===== src/lgcc_consts.vh =====
// constants for the logic cell group: mode codes, storage types,
// control line source codes, cell output selects and table sizes.
// included by the cell and the cell group; definitions only.
`ifndef LGCC_CONSTS_VH
`define LGCC_CONSTS_VH

// cell operating modes
`define LGCC_MODE_NORMAL    2'h0
`define LGCC_MODE_ARITH     2'h1
`define LGCC_MODE_UPDN      2'h2
`define LGCC_MODE_CLRCNT    2'h3

// storage element types
`define LGCC_FF_D           2'h0
`define LGCC_FF_T           2'h1
`define LGCC_FF_JK          2'h2
`define LGCC_FF_SR          2'h3

// clock line sources (lines 0 and 1)
`define LGCC_CSRC_DEDICATED 2'h0
`define LGCC_CSRC_GLOBAL    2'h1
`define LGCC_CSRC_IO        2'h2
`define LGCC_CSRC_INTERNAL  2'h3

// clear/preset line sources (lines 2 and 3)
`define LGCC_PSRC_GLOBAL    2'h0
`define LGCC_PSRC_IO        2'h1
`define LGCC_PSRC_INTERNAL  2'h2

// per cell clear or preset line choice
`define LGCC_CP_NONE        2'h0
`define LGCC_CP_LINE2       2'h1
`define LGCC_CP_LINE3       2'h2

// cell output source
`define LGCC_OUT_COMB       1'h0
`define LGCC_OUT_REG        1'h1

// table and group sizes, register reset value
`define LGCC_LUT_ENTRIES    16
`define LGCC_LUT_INPUTS     4
`define LGCC_GROUP_CELLS    8
`define LGCC_CTRL_LINES     4
`define LGCC_CLK_LINES      2
`define LGCC_RESET_Q        1'h0

`endif


===== src/lgcc_group.v =====
// group of eight logic cells with four shared control lines,
// carry and cascade chains, and registered cell outputs.
// assumes data, internal control and chain inputs come from logic
// on CLK_SYS_I; dedicated, global and I/O control pins are async.
`timescale 1ns/1ns
`default_nettype none
`include "lgcc_consts.vh"

// Overview of operation
// - four invertible control lines shared by eight cells
// - two lines clock, two clear or preset
// - clock and clear/preset lines pick their sources
// - four-input table computes any function
// - register with clock enable, carry, cascade links
// - register acts as D, T, JK, SR
// - combinational use bypasses the register
// - two independently chosen cell outputs
// - carry-in feeds table and next carry stage
// - chains link all cells and row groups
// - long carry skips to group two on
// - carry chain restarts past the memory block
// - n-bit adder takes n+1 cells
// - cascade combines by AND, OR by inversion
// - n cascaded cells take 4n inputs
// - long cascade skips to group two on
// - cascade chain restarts past the memory block
// - normal, arithmetic, up/down, clearable counter modes
// - seven function inputs steered by mode
// - three register control inputs per cell
// - clock enable in all modes, from first input
// - normal mode picks carry or third input
// - arithmetic mode: sum table and carry table
// - up/down counter with direction and load selector
// - clearable counter ANDs load result with clear
module lgcc_group
#(
	parameter integer NUM_CELLS   = `LGCC_GROUP_CELLS,
	parameter integer GROUP_INDEX = 0,
	parameter integer RAM_GROUP   = 18
)
(
	// clock and reset
	input  wire                   CLK_SYS_I,
	input  wire                   RESET_I,
	// control line sources
	input  wire [1:0]             DED_CLK_I,
	input  wire [3:0]             GLOBAL_I,
	input  wire [3:0]             IO_CTRL_I,
	input  wire [3:0]             INT_CTRL_I,
	// control line configuration
	input  wire [3:0]             LINE_SRC_CLK_I,
	input  wire [3:0]             LINE_SRC_CP_I,
	input  wire [3:0]             LINE_INV_I,
	// per cell configuration
	input  wire [NUM_CELLS*16-1:0] LUT_CFG_I,
	input  wire [NUM_CELLS*2-1:0] MODE_I,
	input  wire [NUM_CELLS*2-1:0] FF_TYPE_I,
	input  wire [NUM_CELLS-1:0]   CIN_SEL_I,
	input  wire [NUM_CELLS-1:0]   CE_USE_I,
	input  wire [NUM_CELLS-1:0]   REG_SRC_I,
	input  wire [NUM_CELLS-1:0]   CLK_SEL_I,
	input  wire [NUM_CELLS*2-1:0] CLR_SEL_I,
	input  wire [NUM_CELLS*2-1:0] PRE_SEL_I,
	input  wire [NUM_CELLS-1:0]   LOCAL_SEL_I,
	input  wire [NUM_CELLS-1:0]   ROW_SEL_I,
	// cell data from local routing
	input  wire [NUM_CELLS*4-1:0] DATA_I,
	// chains from the group two positions back
	input  wire                   CARRY_I,
	input  wire                   CASC_I,
	// cell outputs
	output reg  [NUM_CELLS-1:0]   LOCAL_O,
	output reg  [NUM_CELLS-1:0]   ROW_O,
	// chains toward the group two positions on
	output reg                    CARRY_O,
	output reg                    CASC_O,
	// group state
	output reg  [3:0]             LINE_STATE_O,
	output reg  [NUM_CELLS-1:0]   CELL_CARRY_O
);

	localparam integer NUM_PINS = 10;

	// chain is fresh at the row start and on the far side of the memory block
	localparam FRESH_CHAIN = (GROUP_INDEX < 2) || (GROUP_INDEX == RAM_GROUP) ||
		(GROUP_INDEX == RAM_GROUP + 1);

	wire [NUM_PINS-1:0]  pins;
	reg  [NUM_PINS-1:0]  sync1_q;
	reg  [NUM_PINS-1:0]  sync2_q;
	wire [1:0]           ded_s;
	wire [3:0]           glob_s;
	wire [3:0]           io_s;

	wire [3:0]           line_raw;
	wire [3:0]           line_val;
	reg  [1:0]           clk_prev_q;
	reg                  edge_armed_q;
	wire [1:0]           clk_tick;

	wire [NUM_CELLS:0]   carry;
	wire [NUM_CELLS:0]   casc;
	wire [NUM_CELLS-1:0] comb;
	wire [NUM_CELLS-1:0] regq;
	wire [NUM_CELLS-1:0] local_d;
	wire [NUM_CELLS-1:0] row_d;
	wire                 carry_start;
	wire                 casc_start;

	genvar gi;

	// two-stage synchronisers on pin-driven control sources
	assign pins = {IO_CTRL_I, GLOBAL_I, DED_CLK_I};

	always @(posedge CLK_SYS_I or posedge RESET_I)
	begin
		if (RESET_I)
		begin
			sync1_q <= {NUM_PINS{1'h0}};
			sync2_q <= {NUM_PINS{1'h0}};
		end
		else
		begin
			sync1_q <= pins;
			sync2_q <= sync1_q;
		end
	end

	assign ded_s  = sync2_q[1:0];
	assign glob_s = sync2_q[5:2];
	assign io_s   = sync2_q[9:6];

	// control line source selection, one line per iteration
	generate
		for (gi = 0; gi < `LGCC_CTRL_LINES; gi = gi + 1)
		begin : g_line
			if (gi < `LGCC_CLK_LINES)
			begin : g_clk
				reg src_bit;

				always @*
				begin
					case (LINE_SRC_CLK_I[gi*2 +: 2])
						`LGCC_CSRC_DEDICATED: src_bit = ded_s[gi];
						`LGCC_CSRC_GLOBAL:    src_bit = glob_s[gi];
						`LGCC_CSRC_IO:        src_bit = io_s[gi];
						default:              src_bit = INT_CTRL_I[gi];
					endcase
				end

				assign line_raw[gi] = src_bit;
			end
			else
			begin : g_cp
				reg src_bit;

				always @*
				begin
					case (LINE_SRC_CP_I[(gi-2)*2 +: 2])
						`LGCC_PSRC_GLOBAL: src_bit = glob_s[gi];
						`LGCC_PSRC_IO:     src_bit = io_s[gi];
						default:           src_bit = INT_CTRL_I[gi];
					endcase
				end

				assign line_raw[gi] = src_bit;
			end
			assign line_val[gi] = line_raw[gi] ^ LINE_INV_I[gi];
		end
	endgenerate

	// group clocks act on their rising edge as seen by the system clock
	// an inverted line idles high; the first edge after reset only
	// loads the history, so no false tick follows reset
	always @(posedge CLK_SYS_I or posedge RESET_I)
	begin
		if (RESET_I)
		begin
			clk_prev_q   <= 2'h0;
			edge_armed_q <= 1'h0;
		end
		else
		begin
			clk_prev_q   <= line_val[1:0];
			edge_armed_q <= 1'h1;
		end
	end

	assign clk_tick = line_val[1:0] & ~clk_prev_q & {2{edge_armed_q}};

	// chain entry; a fresh chain starts with carry 0 and cascade 1
	assign carry_start = FRESH_CHAIN ? 1'h0 : CARRY_I;
	assign casc_start  = FRESH_CHAIN ? 1'h1 : CASC_I;
	assign carry[0]    = carry_start;
	assign casc[0]     = casc_start;

	// the eight cells, chained low to high
	generate
		for (gi = 0; gi < NUM_CELLS; gi = gi + 1)
		begin : g_cell
			wire [1:0] clr_sel;
			wire [1:0] pre_sel;
			reg        clr;
			reg        pre;
			wire       tick;

			assign clr_sel = CLR_SEL_I[gi*2 +: 2];
			assign pre_sel = PRE_SEL_I[gi*2 +: 2];
			assign tick    = clk_tick[CLK_SEL_I[gi]];

			always @*
			begin
				case (clr_sel)
					`LGCC_CP_LINE2: clr = line_val[2];
					`LGCC_CP_LINE3: clr = line_val[3];
					default:        clr = 1'h0;
				endcase
			end

			always @*
			begin
				case (pre_sel)
					`LGCC_CP_LINE2: pre = line_val[2];
					`LGCC_CP_LINE3: pre = line_val[3];
					default:        pre = 1'h0;
				endcase
			end

			// seven function inputs: four data, feedback, carry, cascade
			lgcc_cell u_cell
			(
				.clk_i     (CLK_SYS_I),
				.rst_i     (RESET_I),
				.lut_cfg_i (LUT_CFG_I[gi*16 +: 16]),
				.mode_i    (MODE_I[gi*2 +: 2]),
				.ff_type_i (FF_TYPE_I[gi*2 +: 2]),
				.cin_sel_i (CIN_SEL_I[gi]),
				.ce_use_i  (CE_USE_I[gi]),
				.reg_src_i (REG_SRC_I[gi]),
				.data_i    (DATA_I[gi*4 +: 4]),
				.carry_i   (carry[gi]),
				.casc_i    (casc[gi]),
				.tick_i    (tick),
				.clr_i     (clr),
				.pre_i     (pre),
				.carry_o   (carry[gi+1]),
				.casc_o    (casc[gi+1]),
				.comb_o    (comb[gi]),
				.reg_o     (regq[gi])
			);

			// independent choice of the two outputs
			assign local_d[gi] = (LOCAL_SEL_I[gi] == `LGCC_OUT_REG) ? regq[gi] : comb[gi];
			assign row_d[gi]   = (ROW_SEL_I[gi] == `LGCC_OUT_REG) ? regq[gi] : comb[gi];
		end
	endgenerate

	// all cell outputs in one process, so each port has one driver
	always @(posedge CLK_SYS_I or posedge RESET_I)
	begin
		if (RESET_I)
		begin
			LOCAL_O      <= {NUM_CELLS{1'h0}};
			ROW_O        <= {NUM_CELLS{1'h0}};
			CELL_CARRY_O <= {NUM_CELLS{1'h0}};
		end
		else
		begin
			LOCAL_O      <= local_d;
			ROW_O        <= row_d;
			CELL_CARRY_O <= carry[NUM_CELLS-1:0];
		end
	end

	// chain outputs toward the group two positions on
	always @(posedge CLK_SYS_I or posedge RESET_I)
	begin
		if (RESET_I)
		begin
			CARRY_O      <= 1'h0;
			CASC_O       <= 1'h1;
			LINE_STATE_O <= 4'h0;
		end
		else
		begin
			CARRY_O      <= carry[NUM_CELLS];
			CASC_O       <= casc[NUM_CELLS];
			LINE_STATE_O <= line_val;
		end
	end

endmodule // lgcc_group

`default_nettype wire


===== src/lgcc_cell.v =====
// one logic cell: sixteen entry table, mode steering, chains, register.
// assumes config inputs are static and tick/clear/preset come
// from the group on the same clock.
`timescale 1ns/1ns
`default_nettype none
`include "lgcc_consts.vh"

module lgcc_cell
(
	// clock and reset
	input  wire        clk_i,
	input  wire        rst_i,
	// configuration
	input  wire [15:0] lut_cfg_i,
	input  wire [1:0]  mode_i,
	input  wire [1:0]  ff_type_i,
	input  wire        cin_sel_i,
	input  wire        ce_use_i,
	input  wire        reg_src_i,
	// function inputs
	input  wire [3:0]  data_i,
	input  wire        carry_i,
	input  wire        casc_i,
	// register controls
	input  wire        tick_i,
	input  wire        clr_i,
	input  wire        pre_i,
	// results
	output reg         carry_o,
	output wire        casc_o,
	output reg         comb_o,
	output wire        reg_o
);

	reg        q_q;
	reg        q_d;
	reg        lut;
	reg        din;
	wire       ce;
	wire [3:0] idx_norm;

	assign idx_norm = {data_i[3], (cin_sel_i ? carry_i : data_i[2]), data_i[1], data_i[0]};
	assign ce       = ce_use_i ? data_i[0] : 1'h1;
	assign casc_o   = comb_o;
	assign reg_o    = q_q;

	always @*
	begin
		lut     = 1'h0;
		carry_o = carry_i;
		case (mode_i)
			`LGCC_MODE_NORMAL:
			begin
				lut = lut_cfg_i[idx_norm];
			end
			`LGCC_MODE_ARITH:
			begin
				lut     = lut_cfg_i[{1'h0, carry_i, data_i[1], data_i[0]}];
				carry_o = lut_cfg_i[{1'h1, carry_i, data_i[1], data_i[0]}];
			end
			default:
			begin
				lut     = lut_cfg_i[{1'h0, carry_i, data_i[1], q_q}];
				carry_o = lut_cfg_i[{1'h1, carry_i, data_i[1], q_q}];
			end
		endcase
		// cascade-in is the sync clear in clearable mode, so it is not combined
		comb_o = (mode_i == `LGCC_MODE_CLRCNT) ? lut : (lut & casc_i);
	end

	always @*
	begin
		din = (reg_src_i == `LGCC_OUT_REG) ? data_i[3] : comb_o;
		q_d = din;
		case (mode_i)
			`LGCC_MODE_UPDN:
				q_d = data_i[2] ? data_i[3] : lut;
			`LGCC_MODE_CLRCNT:
				q_d = (data_i[2] ? data_i[3] : lut) & casc_i;
			default:
			begin
				case (ff_type_i)
					`LGCC_FF_T:  q_d = q_q ^ din;
					`LGCC_FF_JK: q_d = (din & ~q_q) | (~data_i[1] & q_q);
					`LGCC_FF_SR: q_d = din | (~data_i[1] & q_q);
					default:     q_d = din;
				endcase
			end
		endcase
	end

	always @(posedge clk_i or posedge rst_i)
	begin
		if (rst_i)
			q_q <= `LGCC_RESET_Q;
		else if (clr_i)
			q_q <= 1'h0;
		else if (pre_i)
			q_q <= 1'h1;
		else if (tick_i && ce)
			q_q <= q_d;
	end

endmodule // lgcc_cell

`default_nettype wire


===== config.mk =====
export PLATFORM = sky130hd
export DESIGN_NAME = lgcc_group
export DESIGN_NICKNAME = d
export VERILOG_FILES = /design/src/lgcc_group.v /design/src/lgcc_cell.v
export VERILOG_INCLUDE_DIRS = /design/src
export SDC_FILE = /design/constraint.sdc
export NUM_CORES = 1
export LEC_CHECK = 0
export ABC_AREA = 1
export BUFFER_PORTS_ARGS = -buffer_cell sky130_fd_sc_hd__buf_2
export CAP_MARGIN = 10
export CORE_AREA = 2 2 128 130
export CTS_CLUSTER_DIAMETER = 50
export DETAILED_ROUTE_END_ITERATION = 7
export DIE_AREA = 0 0 130 132
export GPL_TIMING_DRIVEN = 0
export PLACE_DENSITY = 0.77
export SLEW_MARGIN = 0
export SYNTH_ARGS = -nofsm -noshare
export SYNTH_HDL_FRONTEND = slang
export SYNTH_SLANG_ARGS = --single-unit

===== constraint.sdc =====
create_clock -name CLK_SYS_I -period 5.8 [get_ports CLK_SYS_I]
set_clock_uncertainty 0.15 [all_clocks]
set_input_delay 1.16 -clock CLK_SYS_I [delete_from_list [all_inputs] [get_ports CLK_SYS_I]]
set_output_delay 1.16 -clock CLK_SYS_I [all_outputs]
set_load 0.01 [all_outputs]

==> impl_results.md <==
* Status: complete, no violations
* Largest family of logic cells by synthesized area: simple AND/OR/NAND/NOR gates
* Post-Synthesis Cells at 1130
* WP data required at 5.92 ns
* Post-synthesis net count at 1472
* Resize count post-CTS at 0
* Detailed-route DRC error count at 0
* Endpoints failing hold at 0
* DRT iter0 DRCs at 482
* Metal-1 WL at 9203 um
* Layout Cells excl Fill at 1684
* Synth Flop Type: dfrtp_1
* Post-Synth XOR/XNOR Area at 0.8826%
* Crit path kind: input pin to flip-flop
* Ports at 332
* Fmax at 214.1 MHz
* Die Footprint at 17160 um2
* Hold_buf cts at 0
* Fin crit share at 80.52%
* Total CTS buffers at 9
* CP dominant cell by count: nand2_1
* H-tree levels at 3
* Cells after DPL at 1666
* Met3 wire len at 1600 um
* Worst min path class: flip-flop to flip-flop
* Critical-path maximum fanout at 7
* Largest net degree at the start of global routing at 33
* Async SR Flop Fraction at 100.0%
* Die Ht at 132 um
* Leading area contributor after synthesis: dfrtp_1
* Type of origin of the critical path: input pin
* Proportion of synthesized area in mux cells at 0.2882%
* Core area at 15710 um2
* Synthesized cell area at 6947 um2
* Chip width at 130 um
* Initial Utilization at 44.21%
* PD cells at 237.4 nW/um2
* Post-synthesis compound-gate area fraction at 25.50%
* Vias in the first global route at 8023
* Initial antenna violation count at 2
* Static Leak at 5.113 nW
* Critical Path End Type: flip-flop
* Crit path max-delay cell type: ha_1
* Setup TNS at 0 ns
* Cell variety after synth at 49
* Total wire length at 22840 um
* WP data arrival at 4.79 ns
* WL/cell at 13.56 um
* Synth Register Bits at 58
* Metal2 WL at 11390 um
* Rows at 46
* Worst-margin pin slew at 0.7719 ns
* First-pass GRT wire length at 36580 um
* Sequential area share after synthesis at 20.91%
* Routed Antenna Nets at 0
* Highest-count cells in the layout ignoring fill and taps: buf_2 (325), nand2_1 (263), inv_1 (169)
* Post-synthesis average cell area at 6.147 um2
* Total Routing Usage GR at 26.33%
* IO buf count at 319
* Synth-to-Final Area Change at 31.95%
* Max layer used: met4
* Clk root buf: clkbuf_16
* 1st-pass router iterations at 5
* Sink Count at 58
* Share of cells above drive strength 1 at 28.65%
* Post-synth EDFFs at 0
* Postcts setup bufs at 0
* Synth warn at 0
* Number of nets in the layout at 1803
* Synth top area share at 20.53%
* RSZ-0062 raised after global routing: false
* Clock Latency Late Sink at 0.33 ns
* Slew Limit Fails at 0
* Gpl congestion at 0.8908
* Vias at 8552
* Post-DP HPWL at 19280 um
* Tmin final at 4.670 ns
* Synth Area in Adders at 7.205%
* Critical Path Max Stage Delay at 0.25 ns
* Clock slew at reported path FFs at 0.06 ns
* Commonest non-fill, non-tap cell in the layout: buf_2
* Vias/cell at 5.078
* Rel. slew slack at 48.35%
* Grt total ovfl at 0
* Max-cap violation count at 0
* CTS tree: done
* Worst vdd ir at 0.2220 mV
* Setup Viol. Count Final at 0
* Top cells by area, synth: dfrtp_1 (21%), nand2_1 (14%), o21ai_0 (11%), inv_1 (9.2%), a21oi_1 (8.5%)
* Post-synthesis simple-gate area fraction at 33.00%
* Bufs on Longest Clock Path at 2
[sequential cells by signal (all words and copies together) (netlist names)]
register             count
sync2_q                 10
CELL_CARRY_O             7
CARRY_O                  1
edge_armed_q             1
g_cell.u_cell.reg_o      8
LINE_STATE_O             4
sync1_q                 10
LOCAL_O                  8
ROW_O                    8
CASC_O                   1
[metal layers]
layer | vias up | GRT usage (%)
li1 | 4398 | -
met1 | 3780 | 30.31
met2 | 327 | 47.50
met3 | 47 | 5.519
met4 | 0 | 9.379
met5 | - | 0
[worst paths after layout]
check | start | endpoint | slack (ns) | depth (start not counted)
worst min register to register | sync1_q[8] | sync2_q[8] | 0.20 | 0
worst min-delay path | sync1_q[8] | sync2_q[8] | 0.20 | 0
worst max-delay path | DATA_I[0] | g_cell[7].u_cell.reg_o | 1.13 | 34
worst max register to register | g_cell[0].u_cell.reg_o | g_cell[7].u_cell.reg_o | 1.69 | 33
min in group asynchronous | RESET_I | sync1_q[5] | 0.75 | 2
max in group asynchronous | RESET_I | CASC_O | 4.09 | 3
[synth_stat cells, types with 3 or more instances]
cell and n:
a211oi_1 4, o21ai_1 7, a21o_1 4, o22ai_1 6, nand2_4 6, nand3_1 94, nand3b_1 3, nor2_1 59
nand3_4 6, buf_4 4, nand3_2 11, or2_2 20, o21ai_0 150, xnor2_1 3, clkbuf_1 17, a21oi_2 3
inv_1 170, xor2_1 4, a221oi_1 3, nor3_1 5, nand2_1 263, clkinv_1 5, dfrtp_1 57, a21oi_1 118
nand2_8 5, buf_2 6, inv_2 12, a32oi_1 5, o211ai_1 11, nand2_2 7, ha_1 40
[worst max-delay path, delay by kind of cell]
kind	cells	cell delay (ns)
adder cells (fa/ha/maj)	1	0.25
AO/OA/AOI/OAI	2	0.24
buffers and inverters	2	0.26
AND/OR/NAND/NOR	29	2.85
[final cells by class]
| cell class | instances | area, um2 |
|---|---|---|
| diodes | 2 | 5.005 |
| plain buffers | 29 | 138.9 |
| clock buffers | 9 | 225.2 |
| clock inverters | 7 | 102.6 |
| fillers | 1566 | 6546 |
| inverters | 187 | 701.9 |
| multi-input cells | 856 | 4653 |
| flip-flops and latches | 58 | 1453 |
| well taps | 216 | 270.3 |
| repair buffers | 320 | 1617 |
[metrics by stage]
step	util (%)	worst slack, ns	cell area (um2)	hold WS, ns	power (mW)
floorplan	-	1.633	6947	0.1812	1.230
global placement	56.09	0.7889	8813	0.1826	1.565
detailed placement	56.22	0.7906	8833	0.1855	1.590
CTS	58.31	1.135	9161	0.1986	2.193
global route	58.34	0.6561	9166	0.2033	2.362
finish	58.34	1.130	9166	0.1962	2.176
[report_power, final]
group | internal (mW) | switching (mW) | leakage, nW
registers | 0.489 | 0.0519 | 0.696
clock network | 0.380 | 0.211 | 0.156
logic | 0.398 | 0.647 | 4.26
total | 1.27 | 0.909 | 5.11
[kinds of logic after synthesis]
group,Yosys count
other,2
xor gates and xnor gates,7
DFF,58
muxes,2
buffers and inverters,216
adders and majority gates,40
AOI/OAI and AO/OA,324
and+or+nand+nor,481
(Power assumes the default switching activity.)
